<file path="config.mk">
export PLATFORM = sky130hd
export DESIGN_NAME = cpu_ctl_decode
export DESIGN_NICKNAME = d
export VERILOG_FILES = /design/src/hdl/cpu_ctl_pkg.sv /design/src/hdl/cpu_ctl_decode.sv /design/src/hdl/cpu_ea_calc.sv
export SDC_FILE = /design/constraint.sdc
export NUM_CORES = 1
export LEC_CHECK = 0
export BUFFER_PORTS_ARGS = -buffer_cell sky130_fd_sc_hd__buf_2
export CAP_MARGIN = 15
export CORE_ASPECT_RATIO = 0.6
export CORE_MARGIN = 2
export CORE_UTILIZATION = 30
export DETAILED_ROUTE_END_ITERATION = 6
export MAX_ROUTING_LAYER = met4
export PLACE_DENSITY = 0.5
export SLEW_MARGIN = 40
export SYNTH_ARGS = -nofsm -noshare
export SYNTH_HDL_FRONTEND = slang
export SYNTH_SLANG_ARGS = --single-unit
</file>
<file path="constraint.sdc">
create_clock -name sys_clk -period 5.8 [get_ports sys_clk]
set_input_delay 1.74 -clock sys_clk [delete_from_list [all_inputs] [get_ports sys_clk]]
set_output_delay 1.74 -clock sys_clk [all_outputs]
set_load 0.01 [all_outputs]
</file>
<file path="src/hdl/cpu_ctl_pkg.sv">
package cpu_ctl_pkg;

    // Processor-control opcodes
    localparam logic [7:0] OP_CARRY_CLEAR = 8'hF8;
    localparam logic [7:0] OP_CARRY_INVERT = 8'hF5;
    localparam logic [7:0] OP_CARRY_SET = 8'hF9;
    localparam logic [7:0] OP_DIR_CLEAR = 8'hFC;
    localparam logic [7:0] OP_DIR_SET = 8'hFD;
    localparam logic [7:0] OP_INTEN_CLEAR = 8'hFA;
    localparam logic [7:0] OP_INTEN_SET = 8'hFB;
    localparam logic [7:0] OP_HALT = 8'hF4;
    localparam logic [7:0] OP_WAIT = 8'h9B;
    localparam logic [7:0] OP_LOCK = 8'hF0;
    localparam logic [7:0] OP_NOP = 8'h90;

    // Segment override prefix pattern: 001 ss 110
    localparam logic [2:0] PFX_TOP = 3'h1;
    localparam logic [2:0] PFX_LOW = 3'h6;

    // String primitives: A4..A7 and AA..AF
    localparam logic [7:0] STR_A_LO = 8'hA4;
    localparam logic [7:0] STR_A_HI = 8'hA7;
    localparam logic [7:0] STR_B_LO = 8'hAA;
    localparam logic [7:0] STR_B_HI = 8'hAF;

    // Cycle counts
    localparam int CLK_CTRL = 2;
    localparam int CLK_WAIT = 6;
    localparam int CLK_NOP = 3;
    localparam int CLK_EA = 4;
    localparam logic [2:0] WORD_XFER_EXTRA = 3'h4;

    // Addressing-form field values
    localparam logic [1:0] MOD_NODISP = 2'h0;
    localparam logic [1:0] MOD_DISP8 = 2'h1;
    localparam logic [1:0] MOD_DISP16 = 2'h2;
    localparam logic [1:0] MOD_REG = 2'h3;
    localparam logic [2:0] RM_DIRECT = 3'h6;

    // Segment codes
    localparam logic [1:0] SEG_EXTRA = 2'h0;
    localparam logic [1:0] SEG_CODE = 2'h1;
    localparam logic [1:0] SEG_STACK = 2'h2;
    localparam logic [1:0] SEG_DATA = 2'h3;

    // Register port map
    localparam int ADDR_W = 4;
    localparam logic [3:0] REG_STATUS = 4'h0;
    localparam logic [3:0] REG_FLAGS = 4'h4;
    localparam logic [3:0] REG_LAST_EA = 4'h8;
    localparam int FLAG_CF = 0;
    localparam int FLAG_DF = 1;
    localparam int FLAG_IF = 2;
    localparam int STAT_HALTED = 3;
    localparam int STAT_WAITING = 4;
    localparam int STAT_LOCK = 5;
    localparam int STAT_OVR = 6;
    localparam logic [2:0] FLAGS_RESET = 3'h0;

    // Base and index register values from the datapath
    typedef struct packed {
        logic [15:0] base_word_reg;
        logic [15:0] base_pointer;
        logic [15:0] src_index;
        logic [15:0] destination_index;
    } base_regs_t;

    // Decoded instruction handed to the execution unit
    typedef struct packed {
        logic [7:0] opcode;
        logic lock;
        logic is_mem;
        logic rm_is_reg;
        logic [1:0] mode;
        logic [2:0] rm;
        logic word;
        logic [2:0] gpr_index;
        logic gpr_hi_byte;
        logic [15:0] disp;
        logic [15:0] effective_operand_offset;
        logic [1:0] seg;
        logic is_string;
        logic [1:0] dst_seg;
        logic [2:0] extra_clks;
    } decode_t;

    typedef enum logic [7:0] {
        S_OPC = 8'h01,
        S_EXEC = 8'h02,
        S_HALT = 8'h04,
        S_WAIT = 8'h08,
        S_MODRM = 8'h10,
        S_DLO = 8'h20,
        S_DHI = 8'h40,
        S_EA = 8'h80
    } state_t;

    // Whole state of the decoder
    typedef struct packed {
        state_t state;
        logic [2:0] cnt;
        logic to_halt;
        logic [2:0] flags;
        logic lock_pend;
        logic ovr_valid;
        logic [1:0] ovr_seg;
        logic test_meta;
        logic test_sync;
        decode_t res;
        logic done;
        logic [31:0] rdata;
    } st_t;

endpackage

</file>
<file path="src/hdl/cpu_ctl_decode.sv">
`timescale 1ns/1ps
module cpu_ctl_decode #(
    parameter int EA_CLKS = cpu_ctl_pkg::CLK_EA,
    parameter int WAIT_CLKS = cpu_ctl_pkg::CLK_WAIT
) (
    // Clock and reset
    input wire logic sys_clk,
    input wire logic nrst,
    // Instruction byte stream from the prefetch queue
    input wire logic in_valid,
    input wire logic [7:0] in_byte,
    output logic in_ready,
    // Processor pins and interrupt request
    input wire logic test_n,
    input wire logic intr,
    // Datapath register values
    input wire cpu_ctl_pkg::base_regs_t regs,
    // Decoded result to the execution unit
    output logic dec_valid,
    output cpu_ctl_pkg::decode_t dec,
    output logic [2:0] flags,
    output logic halted,
    // Register port
    input wire logic [cpu_ctl_pkg::ADDR_W-1:0] reg_addr,
    input wire logic [31:0] reg_wdata,
    input wire logic reg_wr,
    input wire logic reg_rd,
    output logic [31:0] reg_rdata
);
    // Counter is three bits wide and counts down to one
    if (EA_CLKS < 2 || EA_CLKS > 7 || WAIT_CLKS < 2 || WAIT_CLKS > 7) begin : g_bad_counts
        $error("cpu_ctl_decode: cycle counts must lie in 2..7");
    end

    localparam logic [2:0] CTRL_CNT = 3'(cpu_ctl_pkg::CLK_CTRL - 1);
    localparam logic [2:0] NOP_CNT = 3'(cpu_ctl_pkg::CLK_NOP - 1);
    localparam logic [2:0] WAIT_CNT = 3'(WAIT_CLKS - 1);
    localparam logic [2:0] EA_CNT = 3'(EA_CLKS - 1);

    cpu_ctl_pkg::st_t s_q;
    cpu_ctl_pkg::st_t s_d;
    logic take;
    logic test_low;
    logic is_prefix;
    logic is_seg_prefix;
    logic is_string;
    logic [15:0] ea;
    logic [1:0] def_seg;

    cpu_ea_calc u_ea (
        .regs(regs),
        .mode(s_q.res.mode),
        .rm(s_q.res.rm),
        .disp(s_q.res.disp),
        .ea(ea),
        .def_seg(def_seg)
    );

    // Stream handshake: bytes are taken only in byte-consuming states
    assign in_ready = (s_q.state == cpu_ctl_pkg::S_OPC) || (s_q.state == cpu_ctl_pkg::S_MODRM)
        || (s_q.state == cpu_ctl_pkg::S_DLO) || (s_q.state == cpu_ctl_pkg::S_DHI);
    assign take = in_ready && in_valid;
    assign test_low = !s_q.test_sync;

    // Opcode classes
    assign is_seg_prefix = (in_byte[7:5] == cpu_ctl_pkg::PFX_TOP) && (in_byte[2:0] == cpu_ctl_pkg::PFX_LOW);
    assign is_prefix = is_seg_prefix || (in_byte == cpu_ctl_pkg::OP_LOCK);
    assign is_string = ((in_byte >= cpu_ctl_pkg::STR_A_LO) && (in_byte <= cpu_ctl_pkg::STR_A_HI))
        || ((in_byte >= cpu_ctl_pkg::STR_B_LO) && (in_byte <= cpu_ctl_pkg::STR_B_HI));

    // Outputs straight from state flops
    assign dec_valid = s_q.done;
    assign dec = s_q.res;
    assign flags = s_q.flags;
    assign halted = (s_q.state == cpu_ctl_pkg::S_HALT);
    assign reg_rdata = s_q.rdata;

    // Next-state logic for the whole decoder
    always_comb begin
        s_d = s_q;
        s_d.done = 1'b0;
        // Test pin is asynchronous; second stage is the only reader of the first
        s_d.test_meta = test_n;
        s_d.test_sync = s_q.test_meta;

        // Software write to flags; a flag opcode taken in the same cycle overrides the bit it sets
        if (reg_wr && reg_addr == cpu_ctl_pkg::REG_FLAGS) begin
            s_d.flags = reg_wdata[2:0];
        end

        // Register read data, valid in the following cycle only
        s_d.rdata = 32'h0000_0000;
        if (reg_rd) begin
            if (reg_addr == cpu_ctl_pkg::REG_STATUS) begin
                s_d.rdata[2:0] = s_q.flags;
                s_d.rdata[cpu_ctl_pkg::STAT_HALTED] = (s_q.state == cpu_ctl_pkg::S_HALT);
                s_d.rdata[cpu_ctl_pkg::STAT_WAITING] = (s_q.state == cpu_ctl_pkg::S_WAIT);
                s_d.rdata[cpu_ctl_pkg::STAT_LOCK] = s_q.lock_pend;
                s_d.rdata[cpu_ctl_pkg::STAT_OVR] = s_q.ovr_valid;
            end else if (reg_addr == cpu_ctl_pkg::REG_FLAGS) begin
                s_d.rdata[2:0] = s_q.flags;
            end else if (reg_addr == cpu_ctl_pkg::REG_LAST_EA) begin
                s_d.rdata[15:0] = s_q.res.effective_operand_offset;
            end
        end

        case (s_q.state)
            cpu_ctl_pkg::S_OPC: begin
                if (take) begin
                    s_d.to_halt = 1'b0;
                    s_d.cnt = CTRL_CNT;
                    // Prefixes only arm state; everything else starts a new result
                    if (!is_prefix) begin
                        s_d.res = '0;
                        s_d.res.opcode = in_byte;
                        s_d.res.word = in_byte[0];
                        s_d.res.lock = s_q.lock_pend;
                        s_d.res.seg = s_q.ovr_valid ? s_q.ovr_seg : cpu_ctl_pkg::SEG_DATA;
                        s_d.res.dst_seg = cpu_ctl_pkg::SEG_EXTRA;
                        s_d.lock_pend = 1'b0;
                        s_d.ovr_valid = 1'b0;
                    end
                    s_d.state = cpu_ctl_pkg::S_EXEC;
                    if (in_byte == cpu_ctl_pkg::OP_CARRY_CLEAR) begin
                        s_d.flags[cpu_ctl_pkg::FLAG_CF] = 1'b0;
                    end else if (in_byte == cpu_ctl_pkg::OP_CARRY_INVERT) begin
                        s_d.flags[cpu_ctl_pkg::FLAG_CF] = !s_q.flags[cpu_ctl_pkg::FLAG_CF];
                    end else if (in_byte == cpu_ctl_pkg::OP_CARRY_SET) begin
                        s_d.flags[cpu_ctl_pkg::FLAG_CF] = 1'b1;
                    end else if (in_byte == cpu_ctl_pkg::OP_DIR_CLEAR) begin
                        s_d.flags[cpu_ctl_pkg::FLAG_DF] = 1'b0;
                    end else if (in_byte == cpu_ctl_pkg::OP_DIR_SET) begin
                        s_d.flags[cpu_ctl_pkg::FLAG_DF] = 1'b1;
                    end else if (in_byte == cpu_ctl_pkg::OP_INTEN_CLEAR) begin
                        s_d.flags[cpu_ctl_pkg::FLAG_IF] = 1'b0;
                    end else if (in_byte == cpu_ctl_pkg::OP_INTEN_SET) begin
                        s_d.flags[cpu_ctl_pkg::FLAG_IF] = 1'b1;
                    end else if (in_byte == cpu_ctl_pkg::OP_LOCK) begin
                        s_d.lock_pend = 1'b1;
                    end else if (is_seg_prefix) begin
                        s_d.ovr_valid = 1'b1;
                        s_d.ovr_seg = in_byte[4:3];
                    end else if (in_byte == cpu_ctl_pkg::OP_HALT) begin
                        s_d.to_halt = 1'b1;
                    end else if (in_byte == cpu_ctl_pkg::OP_WAIT) begin
                        // Already low: fixed count, otherwise park until it falls
                        s_d.cnt = WAIT_CNT;
                        if (!test_low) begin
                            s_d.state = cpu_ctl_pkg::S_WAIT;
                        end
                    end else if (in_byte == cpu_ctl_pkg::OP_NOP) begin
                        s_d.cnt = NOP_CNT;
                    end else if (is_string) begin
                        // Destination segment stays extra even with an override
                        s_d.res.is_string = 1'b1;
                        s_d.res.dst_seg = cpu_ctl_pkg::SEG_EXTRA;
                        s_d.cnt = CTRL_CNT;
                    end else begin
                        // Other opcodes are taken to carry an addressing byte
                        s_d.state = cpu_ctl_pkg::S_MODRM;
                        s_d.ovr_valid = s_q.ovr_valid; // Kept until the default segment is known
                    end
                end
            end

            cpu_ctl_pkg::S_WAIT: begin
                if (test_low) begin
                    s_d.cnt = WAIT_CNT;
                    s_d.state = cpu_ctl_pkg::S_EXEC;
                end
            end

            cpu_ctl_pkg::S_EXEC: begin
                if (s_q.cnt == 3'h1) begin
                    s_d.done = 1'b1;
                    s_d.state = s_q.to_halt ? cpu_ctl_pkg::S_HALT : cpu_ctl_pkg::S_OPC;
                end else begin
                    s_d.cnt = s_q.cnt - 3'h1;
                end
            end

            cpu_ctl_pkg::S_HALT: begin
                // Only an interrupt request (or reset) resumes decoding
                if (intr) begin
                    s_d.state = cpu_ctl_pkg::S_OPC;
                end
            end

            cpu_ctl_pkg::S_MODRM: begin
                if (take) begin
                    s_d.res.mode = in_byte[7:6];
                    s_d.res.rm = in_byte[2:0];
                    // Byte registers: index 0..3, high half when top bit set
                    if (s_q.res.word) begin
                        s_d.res.gpr_index = in_byte[5:3];
                        s_d.res.gpr_hi_byte = 1'b0;
                    end else begin
                        s_d.res.gpr_index = {1'b0, in_byte[4:3]};
                        s_d.res.gpr_hi_byte = in_byte[5];
                    end
                    if (in_byte[7:6] == cpu_ctl_pkg::MOD_REG) begin
                        s_d.res.rm_is_reg = 1'b1;
                        s_d.ovr_valid = 1'b0;
                        s_d.done = 1'b1;
                        s_d.state = cpu_ctl_pkg::S_OPC;
                    end else begin
                        s_d.res.is_mem = 1'b1;
                        s_d.res.extra_clks = s_q.res.word ? cpu_ctl_pkg::WORD_XFER_EXTRA : 3'h0;
                        // Displacement bytes follow at once; immediates are left in the queue
                        if (in_byte[7:6] == cpu_ctl_pkg::MOD_NODISP && in_byte[2:0] != cpu_ctl_pkg::RM_DIRECT) begin
                            s_d.cnt = EA_CNT;
                            s_d.state = cpu_ctl_pkg::S_EA;
                        end else begin
                            s_d.state = cpu_ctl_pkg::S_DLO;
                        end
                    end
                end
            end

            cpu_ctl_pkg::S_DLO: begin
                if (take) begin
                    if (s_q.res.mode == cpu_ctl_pkg::MOD_DISP8) begin
                        s_d.res.disp = {{8{in_byte[7]}}, in_byte};
                        s_d.cnt = EA_CNT;
                        s_d.state = cpu_ctl_pkg::S_EA;
                    end else begin
                        s_d.res.disp[7:0] = in_byte;
                        s_d.state = cpu_ctl_pkg::S_DHI;
                    end
                end
            end

            cpu_ctl_pkg::S_DHI: begin
                if (take) begin
                    s_d.res.disp[15:8] = in_byte;
                    s_d.cnt = EA_CNT;
                    s_d.state = cpu_ctl_pkg::S_EA;
                end
            end

            cpu_ctl_pkg::S_EA: begin
                // Same cost in every mode; result and segment latched at the end
                if (s_q.cnt == 3'h1) begin
                    s_d.res.effective_operand_offset = ea;
                    // An override prefix beats the base-pointer default
                    if (!s_q.ovr_valid) begin
                        s_d.res.seg = def_seg;
                    end
                    s_d.ovr_valid = 1'b0;
                    s_d.done = 1'b1;
                    s_d.state = cpu_ctl_pkg::S_OPC;
                end else begin
                    s_d.cnt = s_q.cnt - 3'h1;
                end
            end

            default: begin
                s_d.state = cpu_ctl_pkg::S_OPC;
            end
        endcase
    end

    // Single state register
    always_ff @(posedge sys_clk or negedge nrst) begin
        if (!nrst) begin
            s_q <= '0;
            s_q.state <= cpu_ctl_pkg::S_OPC;
            s_q.flags <= cpu_ctl_pkg::FLAGS_RESET;
            s_q.test_meta <= 1'b1;
            s_q.test_sync <= 1'b1;
        end else begin
            s_q <= s_d;
        end
    end
endmodule // cpu_ctl_decode

</file>
<file path="src/hdl/cpu_ea_calc.sv">
`timescale 1ns/1ps
module cpu_ea_calc (
    // Register values and addressing fields
    input wire cpu_ctl_pkg::base_regs_t regs,
    input wire logic [1:0] mode,
    input wire logic [2:0] rm,
    input wire logic [15:0] disp,
    // Offset and default segment
    output logic [15:0] ea,
    output logic [1:0] def_seg
);
    logic [15:0] base;
    logic uses_bp;

    // Base sum per operand-select field; displacement always added
    always_comb begin
        base = 16'h0000;
        uses_bp = 1'b0;
        case (rm)
            3'h0: base = regs.base_word_reg + regs.src_index;
            3'h1: base = regs.base_word_reg + regs.destination_index;
            3'h2: begin
                base = regs.base_pointer + regs.src_index;
                uses_bp = 1'b1;
            end
            3'h3: begin
                base = regs.base_pointer + regs.destination_index;
                uses_bp = 1'b1;
            end
            3'h4: base = regs.src_index;
            3'h5: base = regs.destination_index;
            3'h6: begin
                base = regs.base_pointer;
                uses_bp = 1'b1;
            end
            default: base = regs.base_word_reg;
        endcase
        // Direct form: displacement alone, no base pointer involved
        if (mode == cpu_ctl_pkg::MOD_NODISP && rm == cpu_ctl_pkg::RM_DIRECT) begin
            base = 16'h0000;
            uses_bp = 1'b0;
        end
        ea = base + disp;
        def_seg = uses_bp ? cpu_ctl_pkg::SEG_STACK : cpu_ctl_pkg::SEG_DATA;
    end
endmodule // cpu_ea_calc

</file>
* Word-level counts from Yosys, hierarchy flattened
Index checks and enable logic that the tools add are counted.
Widths: inputs -> output; s select.
** Storage, ports and cells
- Register bits after elaboration :: 99
- Output and inout port bits :: 99
- Logic and storage cells :: 245
** Operators by class
- Add/sub/neg operators :: 6
- $lt $le $gt $ge :: 4
- Eq/ne operators :: 49
- Muxes and demuxes :: 112
- Bitwise logic cells :: 9
- Reduce and logical (&&, ||, !) cells :: 38
** Operator list (count)
- $pmux 16 s7 :: 1
- $mux 52 :: 2
- $eq 8x8->1 const B :: 12
- $add 16x16->16 :: 5
- $mux 3 :: 23
- $mux 11 :: 6
- $mux 16 :: 4
- $mux 8 :: 8
- $pmux 8 s8 :: 1
- $mux 12 :: 4
- $mux 4 :: 12
- $mux 14 :: 3
- $mux 13 :: 3
- $pmux 18 s2 :: 1
- $mux 1 :: 24
- $ne 2x2->1 const B :: 12
- $pmux 8 s3 :: 1
- $mux 19 :: 1
- $mux 18 :: 1
- $pmux 3 s6 :: 1
- $ge 8x8->1 const B :: 2
- $le 8x8->1 const B :: 2
- $pmux 8 s2 :: 1
- $reduce_and 5->1 :: 3
- other kinds (46) :: 85

* Longest topological paths before layout
Gate-level depths: netlist (run 1).
- Depth after elaboration :: 19
- Mapped depth :: 27
- Gate-level depth less buffers :: 24

* Modules after synthesis
From an unflattened synthesis (run 1), not the netlist that was laid out.
** Unflattened totals
- Cell total of the unflattened synthesis :: 950
- Area, all modules :: 8515.7 um^2
** By module, submodules not included
- cpu_ctl_decode :: times used 1, cells each 526, area each 5348.9 um^2, seq. area each 2406.1 um^2
- cpu_ea_calc :: times used 1, cells each 424, area each 3166.8 um^2, seq. area each 0.0 um^2

* Worst setup path after synthesis (run 1)
Ideal clock, no wire load.
- Kind :: input to register
- Start :: input regs[48] (netlist bit)
- End :: register s_q, in the netlist dec[23]
- Setup time :: 0.121 ns
- Data arrival time :: 5.097 ns
- Slack :: 0.582 ns
- Cell stages on the path :: 22
- Path buffers :: 0
- Cell sequence :: mux2_2 -> ha_1 -> inv_1 -> fa_1 -> nand3b_1 -> a21boi_1 -> o21ai_0 -> a21oi_1 -> o21ai_0 -> o21ai_0 -> xor2_1 -> a211oi_1 -> a211oi_1 -> ha_1 -> o21a_1 -> o21ai_0 -> a41oi_1 -> o21ai_1 -> nand2b_1 -> a21oi_1 -> xnor2_1 -> a22o_1
** Between the ends
- Cells in the longest elaborated chain, start to end :: 6
- Elaborated cells between the ends (all ways) :: 7
- Those cells by class :: 3 x add/sub; 4 x mux
** RTL lines
- start, declared :: RTL line cpu_ctl_decode.sv:17 : input wire cpu_ctl_pkg::base_regs_t regs,
- $add 16x16->16 (on tied branches) :: RTL line cpu_ea_calc.sv:21, cpu_ea_calc.sv:20
- $pmux 16 s7 * :: RTL line cpu_ea_calc.sv:19 : case (rm)
- $mux 16 * :: RTL line cpu_ea_calc.sv:39 : if (mode == cpu_ctl_pkg::MOD_NODISP && rm == cpu_ctl_pkg::RM_DIRECT) begin
- $add 16x16->16 * :: RTL line cpu_ea_calc.sv:43 : ea = base + disp;
- $mux 18 * :: RTL line cpu_ctl_decode.sv:243 : if (s_q.cnt == 3'h1) begin
- $pmux 18 s2 * :: RTL line cpu_ctl_decode.sv:107 : case (s_q.state)
- end, declared :: RTL line cpu_ctl_decode.sv:40 : cpu_ctl_pkg::st_t s_q;
Every way passes the cells marked *; elsewhere a longest branch is shown, timed or not. The select of a mux whose other input is x is not followed.
A chain may end at the register's enable or synchronous reset.

* Worst setup path after layout (run 1)
Ends and elaborated chain as after synthesis.

==> impl_metrics.tcl, run 1 <==
set metrics [dict create \
    outcome "finished clean" \
    clk_pin_slew_worst_paths_ns 0.07 \
    dieHeight_um 133 \
    area_growth_syn_to_layout_pct 13.3 \
    yosysWarnings 0 \
    cts.sinks 96 \
    design_area_um2 9460 \
    final_max_slew_viol_count 0 \
    die_w_um 219 \
    busiest_layer "met1" \
    worstHoldStart "s_d[94]" \
    synth_top_family_by_area "compound AO/OA/AOI/OAI gates" \
    tritoncts "yes" \
    wl_um 28300 \
    finalCritPeriodShare 0.946 \
    wl_per_cell_um 19.3 \
    synth_xor_area_frac 0.0367 \
    fin_crit_ns 5.48 \
    maxCapViolations 0 \
    grt_pass1_vias 7087 \
    cp.arrival_ns 5.74 \
    post-route-util 0.344 \
    hold_buffers 0 \
    r2r_slack_ns 0.77 \
    r2r-end "dec[23]" \
    core_um2 27500 \
    fin_hold_ws_ns 0.359 \
    grt_usage 0.200 \
    placedCellCount 1442 \
    grt_overflow 0 \
    startpoint_type "input port" \
    gp_congestion 0.933 \
    synthMuxAreaShare 0.0954 \
    r2r_cells 25 \
    cts_root_buffer "clkbuf_16" \
    p_leak_nw 4.48 \
    yosys.area_share.simple 0.183 \
    syn_area_um2 8350 \
    yosysSeqAreaShare 0.288 \
    yosysUniqueCellTypes 70 \
    r2r-start "dec[47]" \
    first_pass_iters 5 \
    powerDensity_nw_per_um2 452 \
    grt_use_met3 0.0582 \
    cts_buffer_depth 2 \
    startpoint "regs[48]" \
    final_cells 1461 \
    use_met1 0.319 \
    hold_path_end "s_q[94]" \
    antenna_found_initial 2 \
    ant_nets 0 \
    grt_max_degree 59 \
    post_dp_cell_area_um2 9110 \
    rows 47 \
    synth_top_area_cell "dfrtp_1" \
    cp-end-kind "flop" \
    num_io_pins 214 \
    met2_usage 0.243 \
    postSynth.asyncResetShare 1.00 \
    critPathRequiredTime_ns 6.06 \
    final_common_cell "buf_2" \
    vias_per_cell 5.07 \
    clk_latency_ns 0.37 \
    yosys_most_used_dff "dfrtp_1" \
    synthAdderAreaFrac 0.0807 \
    final_hold_viol_count 0 \
    synth_edf_count 0 \
    vias 7408 \
    worstMarginPinSlew_ns 0.902 \
    maxSlewHeadroom 0.398 \
    layout_common_cells "buf_2, nand2_1, dfrtp_1" \
    path_max_fanout 4 \
    cts_made_buffers 9 \
    synth_compound_area_frac 0.197 \
    fmax_mhz 182 \
    cts_max_level 3 \
    drt_iter0_drc 530 \
    initial_utilization 0.304 \
    min_delay_path_depth 0 \
    syn_area_per_cell_um2 8.44 \
    grt_pass1_wl_um 42800 \
    worstSetupPathType "input port to flop" \
    syn_inst 989 \
    port_buffers 166 \
    fillers 2906 \
    yosys_register_bits 96 \
    dp_hpwl_um 22500 \
    clock_skew_ns 0.00751 \
    yosys.area.top_type_share 0.279 \
    drive_above_1_share 0.272 \
    nets 1254 \
    dieArea_um2 29200 \
    synth_area_leaders "dfrtp_1, buf_4, mux2_2" \
    setup_violations 0 \
    drc 0 \
    ir_drop_mv 0.176 \
    holdCritPathClass "flop to flop" \
    rsz0062_at_grt "no" \
]
[worst max path at each step]
stage                    to  slack, ns  cells past startpoint
floorplan           dec[23]       0.58                     22
global placement    dec[23]      -0.05                     24
detailed placement  dec[23]      -0.09                     24
CTS                 dec[23]       0.28                     24
global route        dec[23]      0.002                     25
finish              dec[23]       0.32                     25
[power breakdown]
| part | total (W) | switching (W) | internal [W] | leakage [nW] |
|---|---|---|---|---|
| combinational | 0.00266 | 0.00156 | 0.00111 | 3.04 |
| clock | 0.000679 | 0.000287 | 0.000391 | 0.155 |
| sequential | 0.000934 | 0.000135 | 0.000799 | 1.29 |
[repair_timing]
action / CTS / global route
setup endpoints to repair: 0 / 3
gates resized for setup: 0 / 3
setup buffers: 0 / 1
[area by class of cell]
| class | instances | area (um^2) | share of cell area |
|---|---|---|---|
| multi-input combinational | 748 | 5020 | 0.530 |
| antenna | 2 | 5.00 | 0.000529 |
| inverter | 24 | 90.1 | 0.00953 |
| sequential | 96 | 2410 | 0.254 |
| timing repair buffer | 208 | 1150 | 0.122 |
| clock buffer | 10 | 239 | 0.0253 |
| clock inverter | 6 | 92.6 | 0.00979 |
| tap | 367 | 459 | 0.0486 |
[cell usage after synthesis, types with 5 or more instances]
cell type,number
and2_1,15
nand2_1,104
nor2_1,79
mux2i_1,12
o211ai_1,7
a21oi_1,59
ha_1,49
xnor2_1,19
nand3b_1,5
o21ai_0,58
dfrtp_1,93
nand4_1,5
o31ai_1,9
buf_4,100
nand2b_1,9
a31oi_1,7
nor2b_1,11
and3_1,10
nor3_1,16
or3_1,7
buf_2,9
a211oi_1,19
o22ai_1,18
a21o_1,12
xor2_1,16
o21a_1,13
clkbuf_1,25
o21ai_1,14
nand3_1,27
a22oi_1,5
inv_1,24
mux2_2,57
nor4_1,5
[registers in the layout, summed over array words and instances (netlist names)]
name       count
s_d            1
dec_valid      1
reg_rdata     16
dec           58
s_q           17
flags          3
[routing by layer]
layer  vias up  routed length, um
met3        18               2270
met1      3521              15400
li1       3645                  -
met2       224              10400
met4         0                162
met5         -                  0
[per-stage QoR]
stage	setup WS, ns	total power [W]	TNS [ns]
2_1_floorplan	0.582	0.00277	0
3_3_place_gp	-0.0482	0.00355	-0.0528
3_5_place_dp	-0.0878	0.00358	-0.217
4_1_cts	0.283	0.00428	0
5_1_grt	0.00166	0.00462	0
6_report	0.316	0.00428	0
[cells by family after synthesis]
family / after synthesis
adders and majority gates: 52
AOI/OAI and AO/OA: 258
muxes: 72
other: 1
DFF: 96
and+or+nand+nor: 313
buffers and inverters: 162
xor gates and xnor gates: 35
[critical path, stage by stage]
cell and delay [ns]:
buf_2 0.11, mux2_2 0.14, ha_1 0.15, inv_1 0.06, fa_1 0.41, nand3b_1 0.24
a21boi_2 0.18, o21ai_0 0.13, a21oi_1 0.21, buf_4 0.15, nand3b_1 0.10, o21ai_0 0.08
nor2_1 0.10, a211oi_1 0.07, ha_1 0.25, nor4_1 0.29, o211ai_1 0.23, buf_4 0.20
nand3_1 0.07, a41oi_1 0.14, o21ai_1 0.21, nand2b_1 0.07, a21oi_1 0.17, xnor2_1 0.09
a22o_1 0.18
(Power assumes the default switching activity.)
==> run 2: changes to the inputs <==
--- a/config.mk
+++ b/config.mk
@@ -5,14 +5,14 @@
 export SDC_FILE = /design/constraint.sdc
 export NUM_CORES = 1
 export LEC_CHECK = 0
-export BUFFER_PORTS_ARGS = -buffer_cell sky130_fd_sc_hd__buf_2
 export CAP_MARGIN = 15
 export CORE_ASPECT_RATIO = 0.6
 export CORE_MARGIN = 2
 export CORE_UTILIZATION = 30
 export DETAILED_ROUTE_END_ITERATION = 6
+export DONT_BUFFER_PORTS = 1
 export MAX_ROUTING_LAYER = met4
-export PLACE_DENSITY = 0.5
+export PLACE_DENSITY = 0.45
 export SLEW_MARGIN = 40
 export SYNTH_ARGS = -nofsm -noshare
 export SYNTH_HDL_FRONTEND = slang
==> constraint.sdc (replaced) <==
create_clock -name sys_clk -period 4.85 [get_ports sys_clk]
set_input_delay 1.455 -clock sys_clk [delete_from_list [all_inputs] [get_ports sys_clk]]
set_output_delay 1.455 -clock sys_clk [all_outputs]
set_load 0.01 [all_outputs]
==> impl_metrics.tcl, run 2 (synthesized netlist as in run 1, its figures left out) <==
set metrics [dict create \
    first_pass_iters 6 \
    vias 7059 \
    vias_per_cell 5.23 \
    layout_common_cells "nand2_1, buf_4, dfrtp_1" \
    dp_hpwl_um 22400 \
    die_w_um 219 \
    clk_pin_slew_worst_paths_ns 0.07 \
    cp-end-kind "flop" \
    maxSlewHeadroom 0.433 \
    nets 1144 \
    fillers 2858 \
    grt_max_degree 97 \
    dieHeight_um 133 \
    final_max_slew_viol_count 0 \
    final_common_cell "nand2_1" \
    wl_um 28500 \
    post_dp_cell_area_um2 8670 \
    drt_iter0_drc 571 \
    area_growth_syn_to_layout_pct 10.9 \
    wl_per_cell_um 21.1 \
    dieArea_um2 29200 \
    antenna_found_initial 0 \
    clk_latency_ns 0.37 \
    initial_utilization 0.304 \
    design_area_um2 9250 \
    cts_made_buffers 9 \
    pre_cts_slack_ns -0.577 \
    post-route-util 0.337 \
    worstMarginPinSlew_ns 0.849 \
    ant_nets 0 \
    final_hold_viol_count 0 \
    cp.arrival_ns 5.02 \
    power_w 0.00528 \
    maxCapViolations 0 \
    powerDensity_nw_per_um2 571 \
    holdCritPathClass "flop to flop" \
    p_leak_nw 4.03 \
    port_buffers 0 \
    ff_latch_area_um2 2410 \
    rows 47 \
    critPathRequiredTime_ns 5.10 \
    hold_buffers 0 \
    fin_crit_ns 4.77 \
    tns_ns 0 \
    multiInputGateArea_um2 5230 \
    worstSetupPathType "input port to flop" \
    cts_max_level 3 \
    path_max_fanout 3 \
    grt_usage 0.201 \
    grt_use_met3 0.0708 \
    cts_buffer_depth 2 \
    outcome "finished clean" \
    diodes 0 \
    grt_overflow 0 \
    finalWorstSetupSlack_ns 0.0820 \
    finalCritPeriodShare 0.983 \
    drc 0 \
    met2_usage 0.238 \
    gp_congestion 0.856 \
    busiest_layer "met1" \
    cts_root_buffer "clkbuf_16" \
    setup_violations 0 \
    rsz0062_at_grt "yes" \
    fmax_mhz 210 \
    ir_drop_mv 0.214 \
    clock_skew_ns 0.0110 \
    use_met1 0.319 \
    core_um2 27500 \
    grt_pass1_wl_um 42600 \
    grt_pass1_vias 6710 \
    drive_above_1_share 0.229 \
    num_io_pins 214 \
    startpoint_type "input port" \
    tritoncts "yes" \
    largest_register_ffs 58 \
    cts.sinks 96 \
]
==> run 2: critical path, stage by stage <==
cell and delay [ns]:
mux2_2 0.15, ha_4 0.13, inv_2 0.04, fa_2 0.37, nor2b_2 0.15, o21a_1 0.16, o21ai_2 0.08, buf_4 0.14
buf_4 0.14, a21oi_4 0.14, nand2b_1 0.13, xnor2_1 0.11, nor2_1 0.07, a211oi_2 0.24, a211oi_2 0.07, ha_1 0.34
o21a_1 0.19, o21ai_0 0.20, a41oi_2 0.08, o21ai_2 0.17, nand2b_1 0.09, a21oi_2 0.14, xnor2_1 0.07, a22o_1 0.17
==> run 2: path summary, 6_finish.rpt <==
| check | from | to | slack [ns] | depth (start not counted) |
|---|---|---|---|---|
| hold / removal | s_d[94] | s_q[94] | 0.36 | 0 |
| min in group asynchronous | nrst | reg_rdata[1] | 0.78 | 0 |
| setup reg to reg | dec[47] | dec[23] | 0.20 | 27 |
| setup / recovery | regs[32] | dec[23] | 0.08 | 24 |
| max in group asynchronous | nrst | s_d[94] | 3.86 | 0 |
| hold reg to reg | s_d[94] | s_q[94] | 0.36 | 0 |
==> run 2: per-stage QoR <==
step / hold slack [ns] / cells
after floorplan: 0.345 / 1006
after global placement: 0.351 / 1328
after detailed placement: 0.352 / 1328
after CTS: 0.362 / 1346
after global routing: 0.365 / 1349
final: 0.361 / 1349
==> run 2: where the power goes <==
| part | total (W) | switching [W] | internal (W) |
|---|---|---|---|
| Sequential | 0.00120 | 0.000245 | 0.000956 |
| Combinational | 0.00328 | 0.00181 | 0.00147 |
| Clock | 0.000806 | 0.000340 | 0.000466 |
| Total | 0.00528 | 0.00239 | 0.00289 |
==> run 2: what timing repair did <==
| item | 4_1_cts | 5_1_grt |
|---|---|---|
| endpoints found under the setup margin | 6 | 8 |
| cloned | 0 | 0 |
| gates resized for setup | 16 | 34 |
| setup buffers | 2 | 3 |
| pin swaps | 7 | 26 |
==> run 2: cell type report <==
type | count | area share
multi-input cells | 748 | 0.565
flip-flops and latches | 96 | 0.260
repair buffers | 98 | 0.0807
well taps | 367 | 0.0496
clock buffers | 11 | 0.0262
inverters | 24 | 0.00974
clock inverters | 5 | 0.00866
==> run 2: metal layers <==
metal | wire length (um) | vias up | part of all wire
li1 | - | 3418 | -
met5 | 0 | - | 0
met3 | 2680 | 11 | 0.094
met1 | 15200 | 3411 | 0.53
met2 | 10500 | 219 | 0.37
met4 | 97 | 0 | 0.0034
==> run 3: changes to the inputs <==
--- a/config.mk
+++ b/config.mk
@@ -6,7 +6,7 @@
 export NUM_CORES = 1
 export LEC_CHECK = 0
 export CAP_MARGIN = 15
-export CORE_ASPECT_RATIO = 0.6
+export CORE_ASPECT_RATIO = 1.25
 export CORE_MARGIN = 2
 export CORE_UTILIZATION = 30
 export DETAILED_ROUTE_END_ITERATION = 6
==> impl_metrics.tcl, run 3 (synthesized netlist as in run 1, its figures left out) <==
set metrics [dict create \
    p_clk_frac 0.138 \
    crit_slowest_cell "fa_2" \
    antenna_found_initial 1 \
    r2r-end "dec[23]" \
    grt_pass1_wl_um 39800 \
    post_dp_cell_area_um2 8700 \
    dieArea_um2 29200 \
    ant_nets 0 \
    gp_congestion 0.825 \
    drt_iter0_drc 334 \
    clock_skew_ns 0.0128 \
    design_area_um2 9330 \
    cp-end-kind "flop" \
    drc 0 \
    dieHeight_um 190 \
    clk_latency_ns 0.36 \
    r2r_slack_ns 0.08 \
    switching_power_w 0.00234 \
    final_common_cell "buf_4" \
    powerDensity_nw_per_um2 560 \
    hold_buffers 0 \
    rsz0062_at_grt "yes" \
    finalWorstSetupSlack_ns -0.0850 \
    setup_violations 2 \
    outcome "finished with violations" \
    first_pass_iters 5 \
    holdCritPathClass "flop to flop" \
    crit_path_frequent_cell "o21ai_2" \
    startpoint_type "input port" \
    clk_pin_slew_worst_paths_ns 0.08 \
    grt_max_degree 97 \
    fillers 2890 \
    cts_buffer_depth 2 \
    comb_power_share 0.632 \
    switching_share 0.448 \
    grt_usage 0.180 \
    port_buffers 0 \
    multiInputGateArea_um2 5240 \
    cts_root_buffer "clkbuf_16" \
    crit_path_cell_trace "mux2_4 > ha_4 > inv_2 > fa_2 > nand3b_1 > a21boi_2 > o21ai_2 > a21oi_2 > o21ai_2 > o21ai_2 > xor2_1 > a211oi_1 > a211oi_1 > buf_4 > ha_4 > o21a_1 > o21ai_2 > a41oi_2 > o21ai_2 > nand2b_1 > a21oi_2 > xnor2_1 > a22o_1" \
    path_max_fanout 3 \
    finalCritPeriodShare 1.02 \
    power_w 0.00523 \
    startpoint "regs[32]" \
    grt_pass1_vias 7027 \
    max_stage_delay_ns 0.38 \
    initial_utilization 0.304 \
    largest_register_ffs 58 \
    wl_per_cell_um 19.6 \
    rows 68 \
    worstMarginPinSlew_ns 0.710 \
    cts_max_level 3 \
    maxCapViolations 0 \
    cp.arrival_ns 5.18 \
    violations "negative setup slack" \
    nets 1160 \
    cts.sinks 96 \
    wl_um 26400 \
    critPathRequiredTime_ns 5.09 \
    fmax_mhz 203 \
    drive_above_1_share 0.244 \
    fin_crit_ns 4.93 \
    tns_ns -0.0909 \
    num_io_pins 214 \
    layout_common_cells "buf_4, nand2_1, dfrtp_1" \
    vias_per_cell 5.22 \
    pwr-share-seq 0.229 \
    r2r-start "dec[47]" \
    worstSetupPathType "input port to flop" \
    post-route-util 0.340 \
    ff_latch_area_um2 2410 \
    p_int_w 0.00289 \
    placedCellCount 1318 \
    ir_drop_mv 0.264 \
    final_max_slew_viol_count 0 \
    critPathCapture "dec[23]" \
    cts_made_buffers 9 \
    p_leak_nw 4.09 \
    dp_hpwl_um 20600 \
    r2r_cells 25 \
    core_um2 27500 \
    tritoncts "yes" \
    area_growth_syn_to_layout_pct 11.8 \
    maxSlewHeadroom 0.525 \
    diodes 0 \
    grt_overflow 0 \
    final_hold_viol_count 0 \
    final_cells 1348 \
    vias 7035 \
    die_w_um 153 \
]
-- run 3: how the worst min path moves through the flow --
stage                     depth (start not counted)    start      end
after floorplan                                   0  s_d[94]  s_q[94]
after global placement                            0  s_d[94]  s_q[94]
after detailed placement                          0  s_d[94]  s_q[94]
after CTS                                         0  s_d[94]  s_q[94]
after global routing                              0  s_d[94]  s_q[94]
final                                             0  s_d[94]  s_q[94]
-- run 3: area by class of cell --
class,count,share of cell area
clock inverters,7,0.00737
inverters,24,0.00965
repair buffers,114,0.0925
flip-flops and latches,96,0.258
clock buffers,9,0.0241
multi-input cells,748,0.561
well taps,350,0.0469
-- run 3: timing repair --
action / in CTS / in global routing
setup buffers: 4 / 11
resized for setup: 11 / 40
setup endpoints to repair: 5 / 7
pin swaps: 11 / 41
-- run 3: power by group through the flow --
stage | logic (W) | clock network, W | registers [W]
after floorplan | 0.00227 | 0 | 0.00105
after global placement | 0.00311 | 0 | 0.00121
after detailed placement | 0.00312 | 0 | 0.00121
after CTS | 0.00316 | 0.000755 | 0.00120
after global routing | 0.00364 | 0.000780 | 0.00123
final | 0.00331 | 0.000724 | 0.00120
-- run 3: per-layer routing --
layer	up-vias	wire [um]	share of wire	global-route usage
li1	3446	-	-	-
met1	3381	10900	0.41	0.205
met2	173	13100	0.50	0.309
met3	35	1650	0.062	0.0505
met4	0	769	0.029	0.0548
met5	-	0	0	-
-- run 3: worst max-delay path: cells and delay by family --
family | cells | cell delay (ns)
buf+inv | 2 | 0.22
xor+xnor | 2 | 0.27
compound gates | 13 | 2.08
fa+ha+maj | 3 | 0.72
simple gates | 2 | 0.30
mux | 1 | 0.14
-- run 3: metrics by stage --
| stage | hold slack [ns] | setup WS (ns) |
|---|---|---|
| floorplan | 0.345 | 0.0000644 |
| global placement | 0.350 | -0.574 |
| detailed placement | 0.349 | -0.599 |
| CTS | 0.361 | -0.0133 |
| global route | 0.367 | -0.222 |
| finish | 0.359 | -0.0850 |
